[src/rtl/tpwm_consts.svh]
// Register offsets, reset values and field positions of the three-phase modulator.
`ifndef TPWM_CONSTS_SVH
`define TPWM_CONSTS_SVH
// Register word indexes; the byte address is four times the index.
`define TPWM_IX_TM 4'h0
`define TPWM_IX_DT 4'h1
`define TPWM_IX_PD 4'h2
`define TPWM_IX_DA 4'h3
`define TPWM_IX_DB 4'h4
`define TPWM_IX_DC 4'h5
`define TPWM_IX_SEG 4'h6
`define TPWM_IX_GATE 4'h7
`define TPWM_IX_MODE 4'h8
`define TPWM_IX_SYNCW 4'h9
`define TPWM_IX_SWS 4'hA
`define TPWM_IX_STAT 4'hB
// Reset values of the software registers.
`define TPWM_TM_RST 16'h03E8
`define TPWM_SEG_RST 9'h03F
`define TPWM_SYNCW_RST 8'h27
// Field positions.
`define TPWM_MODE_DBL 6
`define TPWM_GATE_HI_EN 8
`define TPWM_GATE_LO_EN 9
`define TPWM_SEG_XO 6
`define TPWM_ST_TRIP 0
`define TPWM_ST_SHUT 1
`define TPWM_ST_HALF 3
`endif

[src/rtl/tpwm_pkg.sv]
// Types shared by the three-phase modulator.
package tpwm_pkg;
   // Which half of the switching period is running.
   typedef enum logic {TPWM_FIRST, TPWM_SECOND} tpwm_half_t;
   // One 16-bit timing word.
   typedef logic [15:0] tpwm_word_t;
endpackage : tpwm_pkg

[src/rtl/tpwm_top.sv]
// Three-phase center-based modulator with dead time, crossover, chopping and shutdown.
`timescale 1ns/1ns
`include "tpwm_consts.svh"
module tpwm_top (
   // Clock and reset.
   input wire logic ref_clk,
   input wire logic rstn,
   // Avalon-MM slave.
   input wire logic [5:0] avs_address,
   input wire logic avs_read,
   input wire logic avs_write,
   input wire logic [31:0] avs_writedata,
   output logic [31:0] avs_readdata,
   output logic avs_waitrequest,
   // Shutdown sources from outside the clock domain.
   input wire logic trip_input_n,
   input wire logic analog_shutdown,
   // Gate drive outputs.
   output logic phase_a_high,
   output logic phase_a_low,
   output logic phase_b_high,
   output logic phase_b_low,
   output logic phase_c_high,
   output logic phase_c_low,
   // Sync and interrupts to the core.
   output logic period_sync_pulse,
   output logic sync_irq,
   output logic shutdown_irq
);
   // Software copies of the registers.
   tpwm_pkg::tpwm_word_t half_period_count_reg; // Half-period length in cycles.
   logic [9:0] dead_time_reg; // Dead time in units of two cycles.
   logic [9:0] pulse_deletion_reg; // Narrowest pulse kept.
   tpwm_pkg::tpwm_word_t duty_reg [3]; // Phase A, B and C duties.
   logic [8:0] output_segment_reg; // Enables and crossover bits.
   logic [9:0] gate_chop_ctrl_reg; // Chop frequency and group enables.
   logic [15:0] mode_control_reg; // Holds the update mode bit.
   logic [7:0] sync_width_reg; // Sync width minus one.
   // Values latched into the timing unit at each update point.
   tpwm_pkg::tpwm_word_t tm_l;
   logic [9:0] dt_l;
   logic [9:0] pd_l;
   tpwm_pkg::tpwm_word_t duty_l [3];
   logic [8:0] seg_l;
   logic [7:0] syncw_l;
   // Timing unit state.
   tpwm_pkg::tpwm_word_t cnt_r;
   tpwm_pkg::tpwm_half_t half_r;
   logic [7:0] scnt_r; // Remaining sync cycles.
   logic sync_r;
   logic sync_irq_r;
   logic tripped_r; // Latched shutdown.
   logic [7:0] chop_cnt_r;
   logic chop_r;
   logic [5:0] out_r; // Order: a_high, a_low, b_high, b_low, c_high, c_low.
   logic wait_r;
   logic [31:0] readdata_r;
   logic [8:0] len_r; // Sync length seen, for checking only.
   // Synchronised inputs: index 0 is the trip pin, index 1 the analog source.
   logic [1:0] filt_r;
   localparam logic [1:0] IDLE = 2'b01;

   // Bus decode: an access completes in the cycle after it is seen.
   wire [3:0] ix = avs_address[5:2];
   wire wr_en = avs_write && !wait_r;
   wire rd_go = avs_read && wait_r;
   wire wr_sws = wr_en && (ix == `TPWM_IX_SWS);
   wire wr_clr = wr_en && (ix == `TPWM_IX_STAT) && avs_writedata[`TPWM_ST_SHUT];
   wire dbl = mode_control_reg[`TPWM_MODE_DBL];
   wire half2 = (half_r == tpwm_pkg::TPWM_SECOND);
   // Status: trip level, latched shutdown, period half.
   wire [31:0] stat_w = {28'h0000000, half2, 1'b0, tripped_r, filt_r[0]};
   wire [31:0] rd_mux =
      (ix == `TPWM_IX_TM) ? {16'h0000, half_period_count_reg} :
      (ix == `TPWM_IX_DT) ? {22'h000000, dead_time_reg} :
      (ix == `TPWM_IX_PD) ? {22'h000000, pulse_deletion_reg} :
      (ix == `TPWM_IX_DA) ? {16'h0000, duty_reg[0]} :
      (ix == `TPWM_IX_DB) ? {16'h0000, duty_reg[1]} :
      (ix == `TPWM_IX_DC) ? {16'h0000, duty_reg[2]} :
      (ix == `TPWM_IX_SEG) ? {23'h000000, output_segment_reg} :
      (ix == `TPWM_IX_GATE) ? {22'h000000, gate_chop_ctrl_reg} :
      (ix == `TPWM_IX_MODE) ? {16'h0000, mode_control_reg} :
      (ix == `TPWM_IX_SYNCW) ? {24'h000000, sync_width_reg} :
      (ix == `TPWM_IX_STAT) ? stat_w : 32'h00000000;

   // Shutdown sources: trip low, analog high, or software write.
   wire shut_ev = !filt_r[0] || filt_r[1] || wr_sws;
   // A half ends on the last count; a tiny period ends every cycle.
   wire boundary = (tm_l <= 16'h0001) || (cnt_r >= tm_l - 16'h0001);
   // Update points: period start always, midpoint only in double mode.
   wire latch_ev = boundary && (half2 || dbl) && !tripped_r;
   // Trip acts on the output flops at once, clock or not.
   wire out_rst_n = rstn && trip_input_n;

   // Three-flop synchronisers; a change counts once stages two and three agree.
   genvar s;
   generate
      for (s = 0; s < 2; s++) begin : g_sync
         logic [2:0] sr;
         // Shift chain and filter.
         always_ff @(posedge ref_clk or negedge rstn) begin
            if (!rstn) begin
               sr <= {3{IDLE[s]}};
               filt_r[s] <= IDLE[s];
            end else begin
               sr <= {sr[1:0], (s == 0) ? trip_input_n : analog_shutdown};
               if (sr[1] == sr[2]) begin
                  filt_r[s] <= sr[2];
               end
            end
         end
      end
   endgenerate

   // Avalon handshake: waitrequest drops for one cycle per access.
   always_ff @(posedge ref_clk or negedge rstn) begin
      if (!rstn) begin
         wait_r <= 1'b1;
         readdata_r <= 32'h00000000;
      end else begin
         wait_r <= !((avs_read || avs_write) && wait_r);
         if (rd_go) begin
            readdata_r <= rd_mux;
         end
      end
   end

   // Software register writes.
   always_ff @(posedge ref_clk or negedge rstn) begin
      if (!rstn) begin
         half_period_count_reg <= `TPWM_TM_RST;
         dead_time_reg <= 10'h000;
         pulse_deletion_reg <= 10'h000;
         duty_reg <= '{16'h0000, 16'h0000, 16'h0000};
         output_segment_reg <= `TPWM_SEG_RST;
         gate_chop_ctrl_reg <= 10'h000;
         mode_control_reg <= 16'h0000;
         sync_width_reg <= `TPWM_SYNCW_RST;
      end else if (wr_en) begin
         // Each register takes its own low bits of the word.
         unique case (ix)
            `TPWM_IX_TM: half_period_count_reg <= avs_writedata[15:0];
            `TPWM_IX_DT: dead_time_reg <= avs_writedata[9:0];
            `TPWM_IX_PD: pulse_deletion_reg <= avs_writedata[9:0];
            `TPWM_IX_DA: duty_reg[0] <= avs_writedata[15:0];
            `TPWM_IX_DB: duty_reg[1] <= avs_writedata[15:0];
            `TPWM_IX_DC: duty_reg[2] <= avs_writedata[15:0];
            `TPWM_IX_SEG: output_segment_reg <= avs_writedata[8:0];
            `TPWM_IX_GATE: gate_chop_ctrl_reg <= avs_writedata[9:0];
            `TPWM_IX_MODE: mode_control_reg <= avs_writedata[15:0];
            `TPWM_IX_SYNCW: sync_width_reg <= avs_writedata[7:0];
            default: ;
         endcase
      end
   end

   // Latched shutdown; a new shutdown beats a clear in the same cycle.
   always_ff @(posedge ref_clk or negedge rstn) begin
      if (!rstn) begin
         tripped_r <= 1'b0;
      end else if (shut_ev) begin
         tripped_r <= 1'b1;
      end else if (wr_clr) begin
         tripped_r <= 1'b0;
      end
   end

   // Parameter latch at each update point.
   always_ff @(posedge ref_clk or negedge rstn) begin
      if (!rstn) begin
         tm_l <= `TPWM_TM_RST;
         dt_l <= 10'h000;
         pd_l <= 10'h000;
         duty_l <= '{16'h0000, 16'h0000, 16'h0000};
         seg_l <= `TPWM_SEG_RST;
         syncw_l <= `TPWM_SYNCW_RST;
      end else if (latch_ev) begin
         tm_l <= half_period_count_reg;
         dt_l <= dead_time_reg;
         pd_l <= pulse_deletion_reg;
         duty_l <= duty_reg;
         seg_l <= output_segment_reg;
         syncw_l <= sync_width_reg;
      end
   end

   // Half-period counter; shutdown parks it so restart begins a period.
   always_ff @(posedge ref_clk or negedge rstn) begin
      if (!rstn) begin
         cnt_r <= 16'hFFFF;
         half_r <= tpwm_pkg::TPWM_SECOND;
      end else if (tripped_r) begin
         cnt_r <= 16'hFFFF;
         half_r <= tpwm_pkg::TPWM_SECOND;
      end else if (boundary) begin
         cnt_r <= 16'h0000;
         half_r <= half2 ? tpwm_pkg::TPWM_FIRST : tpwm_pkg::TPWM_SECOND;
      end else begin
         cnt_r <= cnt_r + 16'h0001;
      end
   end

   // Sync pulse of width plus one cycles, and its interrupt.
   always_ff @(posedge ref_clk or negedge rstn) begin
      if (!rstn) begin
         sync_r <= 1'b0;
         scnt_r <= 8'h00;
         sync_irq_r <= 1'b0;
      end else begin
         sync_irq_r <= latch_ev;
         if (tripped_r) begin
            sync_r <= 1'b0;
            scnt_r <= 8'h00;
         end else if (latch_ev) begin
            sync_r <= 1'b1;
            scnt_r <= sync_width_reg;
         end else if (scnt_r != 8'h00) begin
            scnt_r <= scnt_r - 8'h01;
         end else begin
            sync_r <= 1'b0;
         end
      end
   end

   // Chopping clock: toggles every gate field plus one cycles.
   always_ff @(posedge ref_clk or negedge rstn) begin
      if (!rstn) begin
         chop_cnt_r <= 8'h00;
         chop_r <= 1'b0;
      end else if (chop_cnt_r >= gate_chop_ctrl_reg[7:0]) begin
         chop_cnt_r <= 8'h00;
         chop_r <= !chop_r;
      end else begin
         chop_cnt_r <= chop_cnt_r + 8'h01;
      end
   end

   // Per-phase waveform, dead time, crossover, enables and chopping.
   logic [5:0] out_nxt;
   logic [2:0] hi_t;
   logic [2:0] lo_t;
   genvar g;
   generate
      for (g = 0; g < 3; g++) begin : g_ph
         logic [10:0] dc_r; // Cycles since the raw edge.
         logic raw_r;
         wire [15:0] off_w = tm_l - duty_l[g];
         wire del_lo = duty_l[g] < {6'h00, pd_l};
         wire full_on = (duty_l[g] >= tm_l) || (off_w < {6'h00, pd_l});
         // On-time is centred: late in the first half, early in the second.
         wire raw = del_lo ? 1'b0 : full_on ? 1'b1 :
            (half2 ? (cnt_r < duty_l[g]) : (cnt_r >= off_w));
         wire dt_ok = dc_r >= {dt_l, 1'b0};
         wire xo = seg_l[`TPWM_SEG_XO + g];
         wire hi_x = xo ? lo_t[g] : hi_t[g];
         wire lo_x = xo ? hi_t[g] : lo_t[g];
         wire hi_c = hi_x && (!gate_chop_ctrl_reg[`TPWM_GATE_HI_EN] || chop_r);
         wire lo_c = lo_x && (!gate_chop_ctrl_reg[`TPWM_GATE_LO_EN] || chop_r);
         assign hi_t[g] = raw_r && dt_ok;
         assign lo_t[g] = !raw_r && dt_ok;
         assign out_nxt[2 * g] = hi_c && seg_l[2 * g] && !tripped_r;
         assign out_nxt[2 * g + 1] = lo_c && seg_l[2 * g + 1] && !tripped_r;
         // Dead-time counter restarts on every raw edge and saturates.
         always_ff @(posedge ref_clk or negedge rstn) begin
            if (!rstn) begin
               raw_r <= 1'b0;
               dc_r <= 11'h000;
            end else begin
               raw_r <= raw;
               if (raw != raw_r) begin
                  dc_r <= 11'h000;
               end else if (dc_r != 11'h7FF) begin
                  dc_r <= dc_r + 11'h001;
               end
            end
         end
      end
   endgenerate

   // Output flops, cleared at once by the trip pin.
   always_ff @(posedge ref_clk or negedge out_rst_n) begin
      if (!out_rst_n) begin
         out_r <= 6'h00;
      end else begin
         out_r <= out_nxt;
      end
   end

   // Sync length seen, restarted at each update point.
   always_ff @(posedge ref_clk or negedge rstn) begin
      if (!rstn) begin
         len_r <= 9'h000;
      end else if (latch_ev) begin
         len_r <= 9'h000;
      end else if (sync_r) begin
         len_r <= len_r + 9'h001;
      end
   end

   // Ports.
   assign avs_readdata = readdata_r;
   assign avs_waitrequest = wait_r;
   assign phase_a_high = out_r[0];
   assign phase_a_low = out_r[1];
   assign phase_b_high = out_r[2];
   assign phase_b_low = out_r[3];
   assign phase_c_high = out_r[4];
   assign phase_c_low = out_r[5];
   assign period_sync_pulse = sync_r;
   assign sync_irq = sync_irq_r;
   assign shutdown_irq = tripped_r;

   // Checks.
   trip_off_a: assert property (@(posedge ref_clk) disable iff (!rstn)
      !trip_input_n |-> out_r == 6'h00) else $error("output on during trip");
   sync_width_a: assert property (@(posedge ref_clk) disable iff (!rstn)
      $fell(sync_r) && !$past(tripped_r) |-> len_r == {1'b0, syncw_l} + 9'h001)
      else $error("sync width wrong");
   single_mode_a: assert property (@(posedge ref_clk) disable iff (!rstn)
      $rose(sync_r) && !$past(dbl) |-> !half2) else $error("single mode midpoint sync");
   half_flag_a: assert property (@(posedge ref_clk) disable iff (!rstn)
      boundary && !tripped_r |=> half_r != $past(half_r)) else $error("half not flipped");
   duty_hold_a: assert property (@(posedge ref_clk) disable iff (!rstn)
      boundary && !half2 && !dbl |=> $stable(duty_l[0])) else $error("midpoint update");
   shut_hold_a: assert property (@(posedge ref_clk) disable iff (!rstn)
      tripped_r && !wr_clr |=> tripped_r) else $error("shutdown released");
   sw_shut_a: assert property (@(posedge ref_clk) disable iff (!rstn)
      wr_sws |=> tripped_r ##1 out_r == 6'h00) else $error("software shutdown lost");
   seg_off_a: assert property (@(posedge ref_clk) disable iff (!rstn)
      !seg_l[0] |=> !out_r[0]) else $error("disabled output on");
   dead_pair_a: assert property (@(posedge ref_clk) disable iff (!rstn)
      !(out_r[0] && out_r[1]) && !(out_r[2] && out_r[3]) && !(out_r[4] && out_r[5]))
      else $error("pair overlap");
   bus_ack_a: assert property (@(posedge ref_clk) disable iff (!rstn)
      !wait_r |=> wait_r) else $error("waitrequest low twice");
endmodule : tpwm_top

[config.mk]
export PLATFORM = sky130hd
export DESIGN_NAME = tpwm_top
export DESIGN_NICKNAME = d
export VERILOG_FILES = /design/src/rtl/tpwm_pkg.sv /design/src/rtl/tpwm_top.sv
export VERILOG_INCLUDE_DIRS = /design/src /design/src/rtl
export SDC_FILE = /design/constraint.sdc
export NUM_CORES = 1
export LEC_CHECK = 0
export BUFFER_PORTS_ARGS = -buffer_cell sky130_fd_sc_hd__buf_4
export CAP_MARGIN = 25
export CORE_MARGIN = 2
export CORE_UTILIZATION = 30
export CTS_BUF_LIST = sky130_fd_sc_hd__clkbuf_8
export DETAILED_ROUTE_END_ITERATION = 8
export GPL_TIMING_DRIVEN = 0
export PLACE_DENSITY = 0.57
export SETUP_SLACK_MARGIN = 0.2
export SYNTH_ARGS = -nofsm -noshare
export SYNTH_HDL_FRONTEND = slang
export SYNTH_SLANG_ARGS = --single-unit
export TNS_END_PERCENT = 100
[constraint.sdc]
create_clock -name ref_clk -period 4.2 [get_ports ref_clk]
set_clock_uncertainty 0.15 [all_clocks]
set_input_delay 0.84 -clock ref_clk [delete_from_list [all_inputs] [get_ports ref_clk]]
set_output_delay 0.84 -clock ref_clk [all_outputs]
set_load 0.1 [all_outputs]
==> impl_metrics.toml, run 1 <==
[run_status]
status = "finished with violations"
failed_checks = "negative setup slack"

[sta]
grt_setup_unrepaired = "true"
whs_ns = 0.0932
relSlewSlack_pct = 39.8
tightest_slew_ns = 0.899
finalSetupViolations = 36
layout_min_cycle_time_ns = 4.67
timing.fmax_mhz = 214
fin_crit_sh_pct = 111
timing_hold_violations_final = 0
maxSlewViolCount = 0
worst_slack_ns = -0.469

[pwr]
p_leak_uw = 0.0123
power_frac_seq_pct = 29.6
intPower_uw = 8480
comb_power_share_pct = 50.0
fin_total_pwr_uw = 14300
pwr_density_cell_mw_per_mm2 = 537
power.switching_uw = 5840
pwr-share-clk_pct = 20.4
peakVddDrop_uv = 313
p_sw_share_pct = 40.8

[synth]
synthDistinctLibCells = 77
synth_edf_count = 0
async_reset_ff_share_pct = 100
ys.warnings.count = 0
synth_seq_cells = 324
synth_top_area_cell = "dfrtp_1"
syn_area_mm2 = 0.0210
yosys-top-cells-area = "dfrtp_1 (33%), ha_1 (15%), mux2_2 (7.5%)"
syn_inst = 2144
ys_seq_area_share_pct = 38.9
synth_area_per_cell_um2 = 9.79
synthFlopType = "dfrtp_1"
synth_top_area_share_pct = 32.7

[critical_path]
crit_slowest_cell = "dfstp_2"
crit_path_start_kind = "flop"
worstSetupEndpointType = "flop"
critical_path_class = "flop to flop"
r2r.worst_path.cells = 18
slowest_delay_ns = 0.59
timing.critical_path.max_delay_family = "compound AO/OA/AOI/OAI gates"
critPathMaxFanout = 8
arrival_ns = 5.11
cpMostUsedCell = "ha_1"
crit_cells = 18
path_buf_inv = 3
cp.required_ns = 4.64
critical_path.cell_chain = "buf_4 -> ha_1 -> buf_2 -> a21oi_1 -> o21ai_2 -> and2_0 -> a221o_1 -> ha_1 -> nand4_1 -> o21bai_1 -> or3_4 -> a2111oi_4 -> nor3_2 -> o211a_1 -> a2111o_1 -> a21o_1 -> buf_6 -> a21oi_4"

[placement]
postPlaceCellArea_mm2 = 0.0227
placed_cells = 3135
hpwl_um = 51100
place.gp.congestion = 0.937
numPortBuffers = 42

[global_routing]
grt_max_degree = 117
antenna_found_initial = 4
first_global_vias = 17700
grt_pass1_wl_um = 105000
overflow = 0
gr-usage-all-layers_pct = 19.0

[routing]
drc = 0
firstDrtPassIters = 8
vias = 17800
drtAntennaViolNets = 0
wl_per_cell_um = 21.3
wl_um = 71100
routed_via_density = 5.32
drt-initial-drc-count = 1412

[layout]
final_common_cell = "dfrtp_1"
n_fill_cell = 6764
drive_above_1_share_pct = 29.8
instances_no_fill = 3343
area_growth_pct = 27.0
layout_common_cells = "dfrtp_1 (268), ha_1 (242), inv_1 (160), nand2_1 (126), mux2_2 (126)"
stdcell_area_mm2 = 0.0267
nNetsFinal = 2668

[floorplanning]
initial_core_util_pct = 30.4
core_area_mm2 = 0.0689
die_y_um = 269
fp.dieW_um = 269
ioPinCount = 86
die-area_mm2 = 0.0721
fp-row-count = 96

[clock_tree]
htree_levels = 2
clkLatencyLatePin_ns = 0.67
cts_tree = "built"
clock_sinks = 324
root_buffer = "clkbuf_8"
clk_pin_slew_worst_paths_ns = 0.06
clockBufferDepth = 3
cts_buffers = 56

[worst_hold_path]
min-delay-path-class = "input pin to asynchronous set/reset pin"

[run]
cap_violations = 0
synthesized netlist by cell type, types with 7 or more instances:
cell,n
o211ai_1,12
xor2_1,54
o211a_1,7
inv_1,145
and4_1,7
o21ai_0,183
ha_1,258
nor3_1,28
nand2b_1,24
o31ai_1,10
nand3_1,50
o21a_1,9
a21oi_1,110
buf_1,9
mux2_2,139
clkbuf_1,45
buf_2,19
buf_4,17
nor2b_1,13
a22oi_1,9
nand4_1,32
a21o_1,58
nand2_1,197
a31oi_1,16
mux2i_1,8
dfstp_2,50
nor2_1,113
nor4_1,13
xnor2_1,49
dfrtp_1,274
a222oi_1,11
and3_1,27
a211oi_1,22
a221oi_1,14
worst paths after layout:
kind,startpoint,end,slack (ns)
min in group ref_clk,analog_shutdown,g_sync[1].sr[0]$_DFF_PN0_,0.13
max in group asynchronous,rstn,cnt_r[13]$_DFF_PN1_,2.25
worst min register to register,g_sync[0].sr[0]$_DFF_PN1_,g_sync[0].sr[1]$_DFF_PN1_,0.21
worst max register to register,tm_l[8]$_DFFE_PN1P_,g_ph[2].dc_r[9]$_DFFE_PN0P_,-0.47
worst min-delay path,rstn,scnt_r[3]$_DFFE_PN0P_,0.09
worst max-delay path,tm_l[8]$_DFFE_PN1P_,g_ph[2].dc_r[9]$_DFFE_PN0P_,-0.47
metrics by stage:
stage / setup WS, ns / TNS, ns / utilization (%)
3_5_place_dp: -0.832 / -41.35 / 33.0
4_1_cts: -0.477 / -12.20 / 35.7
5_1_grt: -0.553 / -18.05 / 38.7
2_1_floorplan: -0.0000915 / -0.000823 / -
3_3_place_gp: -1.20 / -223.25 / 32.9
6_report: -0.469 / -11.10 / 38.7
power groups by stage:
stage          Clock [µW]  Sequential, µW  Combinational, µW
6_report             2920            4240               7170
5_1_grt              3130            4280               7880
4_1_cts              2980            4140               6360
3_5_place_dp            0            4200               5540
3_3_place_gp            0            4170               5320
2_1_floorplan           0            4130               4000
metal layers:
layer / global-route usage (%) / wire length (µm) / up-vias
li1: - / - / 8196
met1: 25.3 / 30900 / 8860
met2: 30.8 / 33300 / 584
met3: 3.40 / 4290 / 154
met4: 7.27 / 2540 / 2
met5: 0 / 13 / -
cells by family after synthesis:
family / Yosys count / synth area share [%]
AOI/OAI and AO/OA: 530 / 16.3
xor gates and xnor gates: 103 / 4.30
adders and majority gates: 263 / 15.8
buffers and inverters: 236 / 4.67
DFF: 324 / 38.9
muxes: 148 / 7.94
other: 1 / 0.0179
and+or+nand+nor: 539 / 12.1
layout make-up:
class / instances / area (µm²) / share of cell area, %
sequential: 324 / 8190 / 30.7
multi-input combinational: 1599 / 13400 / 50.2
buffer: 91 / 692 / 2.60
timing repair buffer: 146 / 1530 / 5.73
tap: 931 / 1160 / 4.37
antenna: 1 / 2.50 / 0.00939
clock buffer: 69 / 950 / 3.56
clock inverter: 37 / 201 / 0.756
inverter: 145 / 547 / 2.05
timing repair:
action	in CTS	in global routing
pin swaps	47	63
gates resized for setup	85	433
setup endpoints to repair	135	141
hold buffers	1	0
cloned	3	13
endpoints found under the hold margin	6	0
setup buffers	44	39
No activity file was read; power rests on OpenSTA's default activity.
==> run 2: changes to the inputs <==
--- a/config.mk
+++ b/config.mk
@@ -9,11 +9,11 @@
 export BUFFER_PORTS_ARGS = -buffer_cell sky130_fd_sc_hd__buf_4
 export CAP_MARGIN = 25
 export CORE_MARGIN = 2
-export CORE_UTILIZATION = 30
+export CORE_UTILIZATION = 65
 export CTS_BUF_LIST = sky130_fd_sc_hd__clkbuf_8
 export DETAILED_ROUTE_END_ITERATION = 8
 export GPL_TIMING_DRIVEN = 0
-export PLACE_DENSITY = 0.57
+export PLACE_DENSITY = 0.94
 export SETUP_SLACK_MARGIN = 0.2
 export SYNTH_ARGS = -nofsm -noshare
 export SYNTH_HDL_FRONTEND = slang
==> constraint.sdc (replaced) <==
create_clock -name ref_clk -period 6.03 [get_ports ref_clk]
set_clock_uncertainty 0.15 [all_clocks]
set_input_delay 0.3015 -clock ref_clk [delete_from_list [all_inputs] [get_ports ref_clk]]
set_output_delay 0.3015 -clock ref_clk [all_outputs]
set_load 0.1 [all_outputs]
==> run 2 against run 1 <==
Net effect:
- the run now ends clean
- routed wire length fell by 5.1%
- sequential cell count is the same
- clock-buffer cell count is 2 lower
- sequential power fell by 31%
- sequential share of layout area up 4.5 points
- design area shrank 13%
- fmax down 16%
- die area is 53% lower
- critical path type unchanged
- final cell count decreased by 19%
==> impl_metrics.toml, run 2 (same netlist as run 1, synthesis figures left out) <==
[floorplanning]
fp-row-count = 65
ioPinCount = 86
core_area_mm2 = 0.0317
die-area_mm2 = 0.0338
initial_core_util_pct = 66.2
fp.dieW_um = 184
die_y_um = 184

[placement]
hpwl_um = 47400
placed_cells = 2605
numPortBuffers = 42
postPlaceCellArea_mm2 = 0.0219
place.gp.congestion = 1.00

[clock_tree]
cts_setup_buffers = 0
clock_sinks = 324
clkLatencyLatePin_ns = 0.63
cts_buffers = 52
clk_pin_slew_worst_paths_ns = 0.07
clockBufferDepth = 3
cts_tree = "built"
root_buffer = "clkbuf_8"
htree_levels = 2

[global_routing]
grt_max_degree = 114
gr-usage-all-layers_pct = 40.7
grt.busiest_layer = "met2"
gr-usage-met3_pct = 11.0
use_met2_pct = 63.9
antenna_found_initial = 4
grtUsageMet1_pct = 51.3
grt_pass1_wl_um = 105000
first_global_vias = 18900
overflow = 0

[layout]
final_common_cell = "dfrtp_1"
insertedDiodeCount = 0
stdcell_area_mm2 = 0.0232
area_growth_pct = 10.5
drive_above_1_share_pct = 16.2
instances_no_fill = 2716
n_fill_cell = 2000
nNetsFinal = 2576
layout_common_cells = "dfrtp_1 (274), ha_1 (258), nand2_1 (197), o21ai_0 (183), inv_1 (162)"

[sta]
finalSetupViolations = 0
relSlewSlack_pct = 32.7
timing_hold_violations_final = 0
maxSlewViolCount = 0
fin_crit_sh_pct = 92.1
whs_ns = 0.0578
tightest_slew_ns = 1.01
grt_setup_unrepaired = "false"
fin_tns_setup_ns = 0
timing.fmax_mhz = 180
layout_min_cycle_time_ns = 5.55

[run]
cap_violations = 0

[routing]
firstDrtPassIters = 8
drtAntennaViolNets = 0
drt-initial-drc-count = 2325
drc = 0
wl_per_cell_um = 24.8
wl_um = 67500
routed_via_density = 6.92
vias = 18800

[critical_path]
critical_path.cell_chain = "ha_1 -> nand4_1 -> a21oi_2 -> or3_1 -> and2_2 -> o21ai_0 -> nand2b_1 -> xor2_1 -> inv_1 -> ha_1 -> a211oi_1 -> nor2_1 -> or3_1 -> a2111oi_1 -> nor3_1 -> o211a_1 -> a2111o_1 -> a21o_1 -> buf_6 -> a21oi_1"
crit_path_start_kind = "flop"
worstSetupEndpointType = "flop"
arrival_ns = 5.91
critPathMaxFanout = 10
slowest_delay_ns = 0.79
cp.required_ns = 6.39
critical_path_class = "flop to flop"
crit_slowest_cell = "dfstp_2"

[pwr]
fin_total_pwr_uw = 8870
p_leak_uw = 0.0110
peakVddDrop_uv = 329
pwr_density_cell_mw_per_mm2 = 382

[worst_hold_path]
min-delay-path-class = "input pin to asynchronous set/reset pin"

[run_status]
status = "completed"
run 2: final cells by class:
type | instances | area (µm²) | share of cell area, %
plain buffers | 91 | 437 | 1.88
multi-input cells | 1599 | 11900 | 51.3
clock inverters | 30 | 210 | 0.906
flip-flops and latches | 324 | 8170 | 35.2
repair buffers | 58 | 518 | 2.23
well taps | 402 | 503 | 2.17
clock buffers | 67 | 922 | 3.97
inverters | 145 | 544 | 2.35
run 2: metal layers:
layer / part of all wire (%) / up-vias
li1: - / 7985
met1: 36 / 9035
met2: 45 / 1405
met3: 13 / 379
met4: 6.7 / 4
met5: 0.030 / -
run 2: worst max-delay path, delay by kind of cell (launching register included):
kind                     cells  cell delay [ns]
AND/OR/NAND/NOR              7             1.36
adder cells (fa/ha/maj)      2             0.65
AO/OA/AOI/OAI                8             2.06
XOR/XNOR                     1             0.21
buffers and inverters        2             0.21
flip-flops                   1             0.79
run 2: timing repair:
action | in CTS | in global routing
gates resized for setup | 0 | 1
hold buffers | 14 | 0
endpoints found under the hold margin | 141 | 0
endpoints found under the setup margin | 0 | 1
run 2: final timing paths:
path	startpoint	cells past startpoint	slack (ns)	to
worst max-delay path	tm_l[6]$_DFFE_PN1P_	20	0.48	g_ph[2].dc_r[9]$_DFFE_PN0P_
worst min-delay path	trip_input_n	3	0.06	out_r[1]$_DFF_PN0_
worst max register to register	tm_l[6]$_DFFE_PN1P_	20	0.48	g_ph[2].dc_r[9]$_DFFE_PN0P_
worst min register to register	g_sync[1].sr[0]$_DFF_PN0_	0	0.21	g_sync[1].sr[1]$_DFF_PN0_
max in group asynchronous	rstn	5	3.74	out_r[4]$_DFF_PN0_
min in group ref_clk	avs_address[2]	4	0.06	pulse_deletion_reg[9]$_DFFE_PN0P_
run 2: report_power, final:
part           switching (µW)  total [µW]  internal [µW]
combinational            2300        3910           1610
sequential                388        2910           2520
clock                     957        2050           1100
run 2: through the flow:
stage               setup WS [ns]  utilization (%)
floorplan                    1.49                -
detailed placement          0.585             69.1
CTS                         0.510             73.2
global placement            0.638             68.9
finish                      0.478             73.2
global route                0.249             73.2
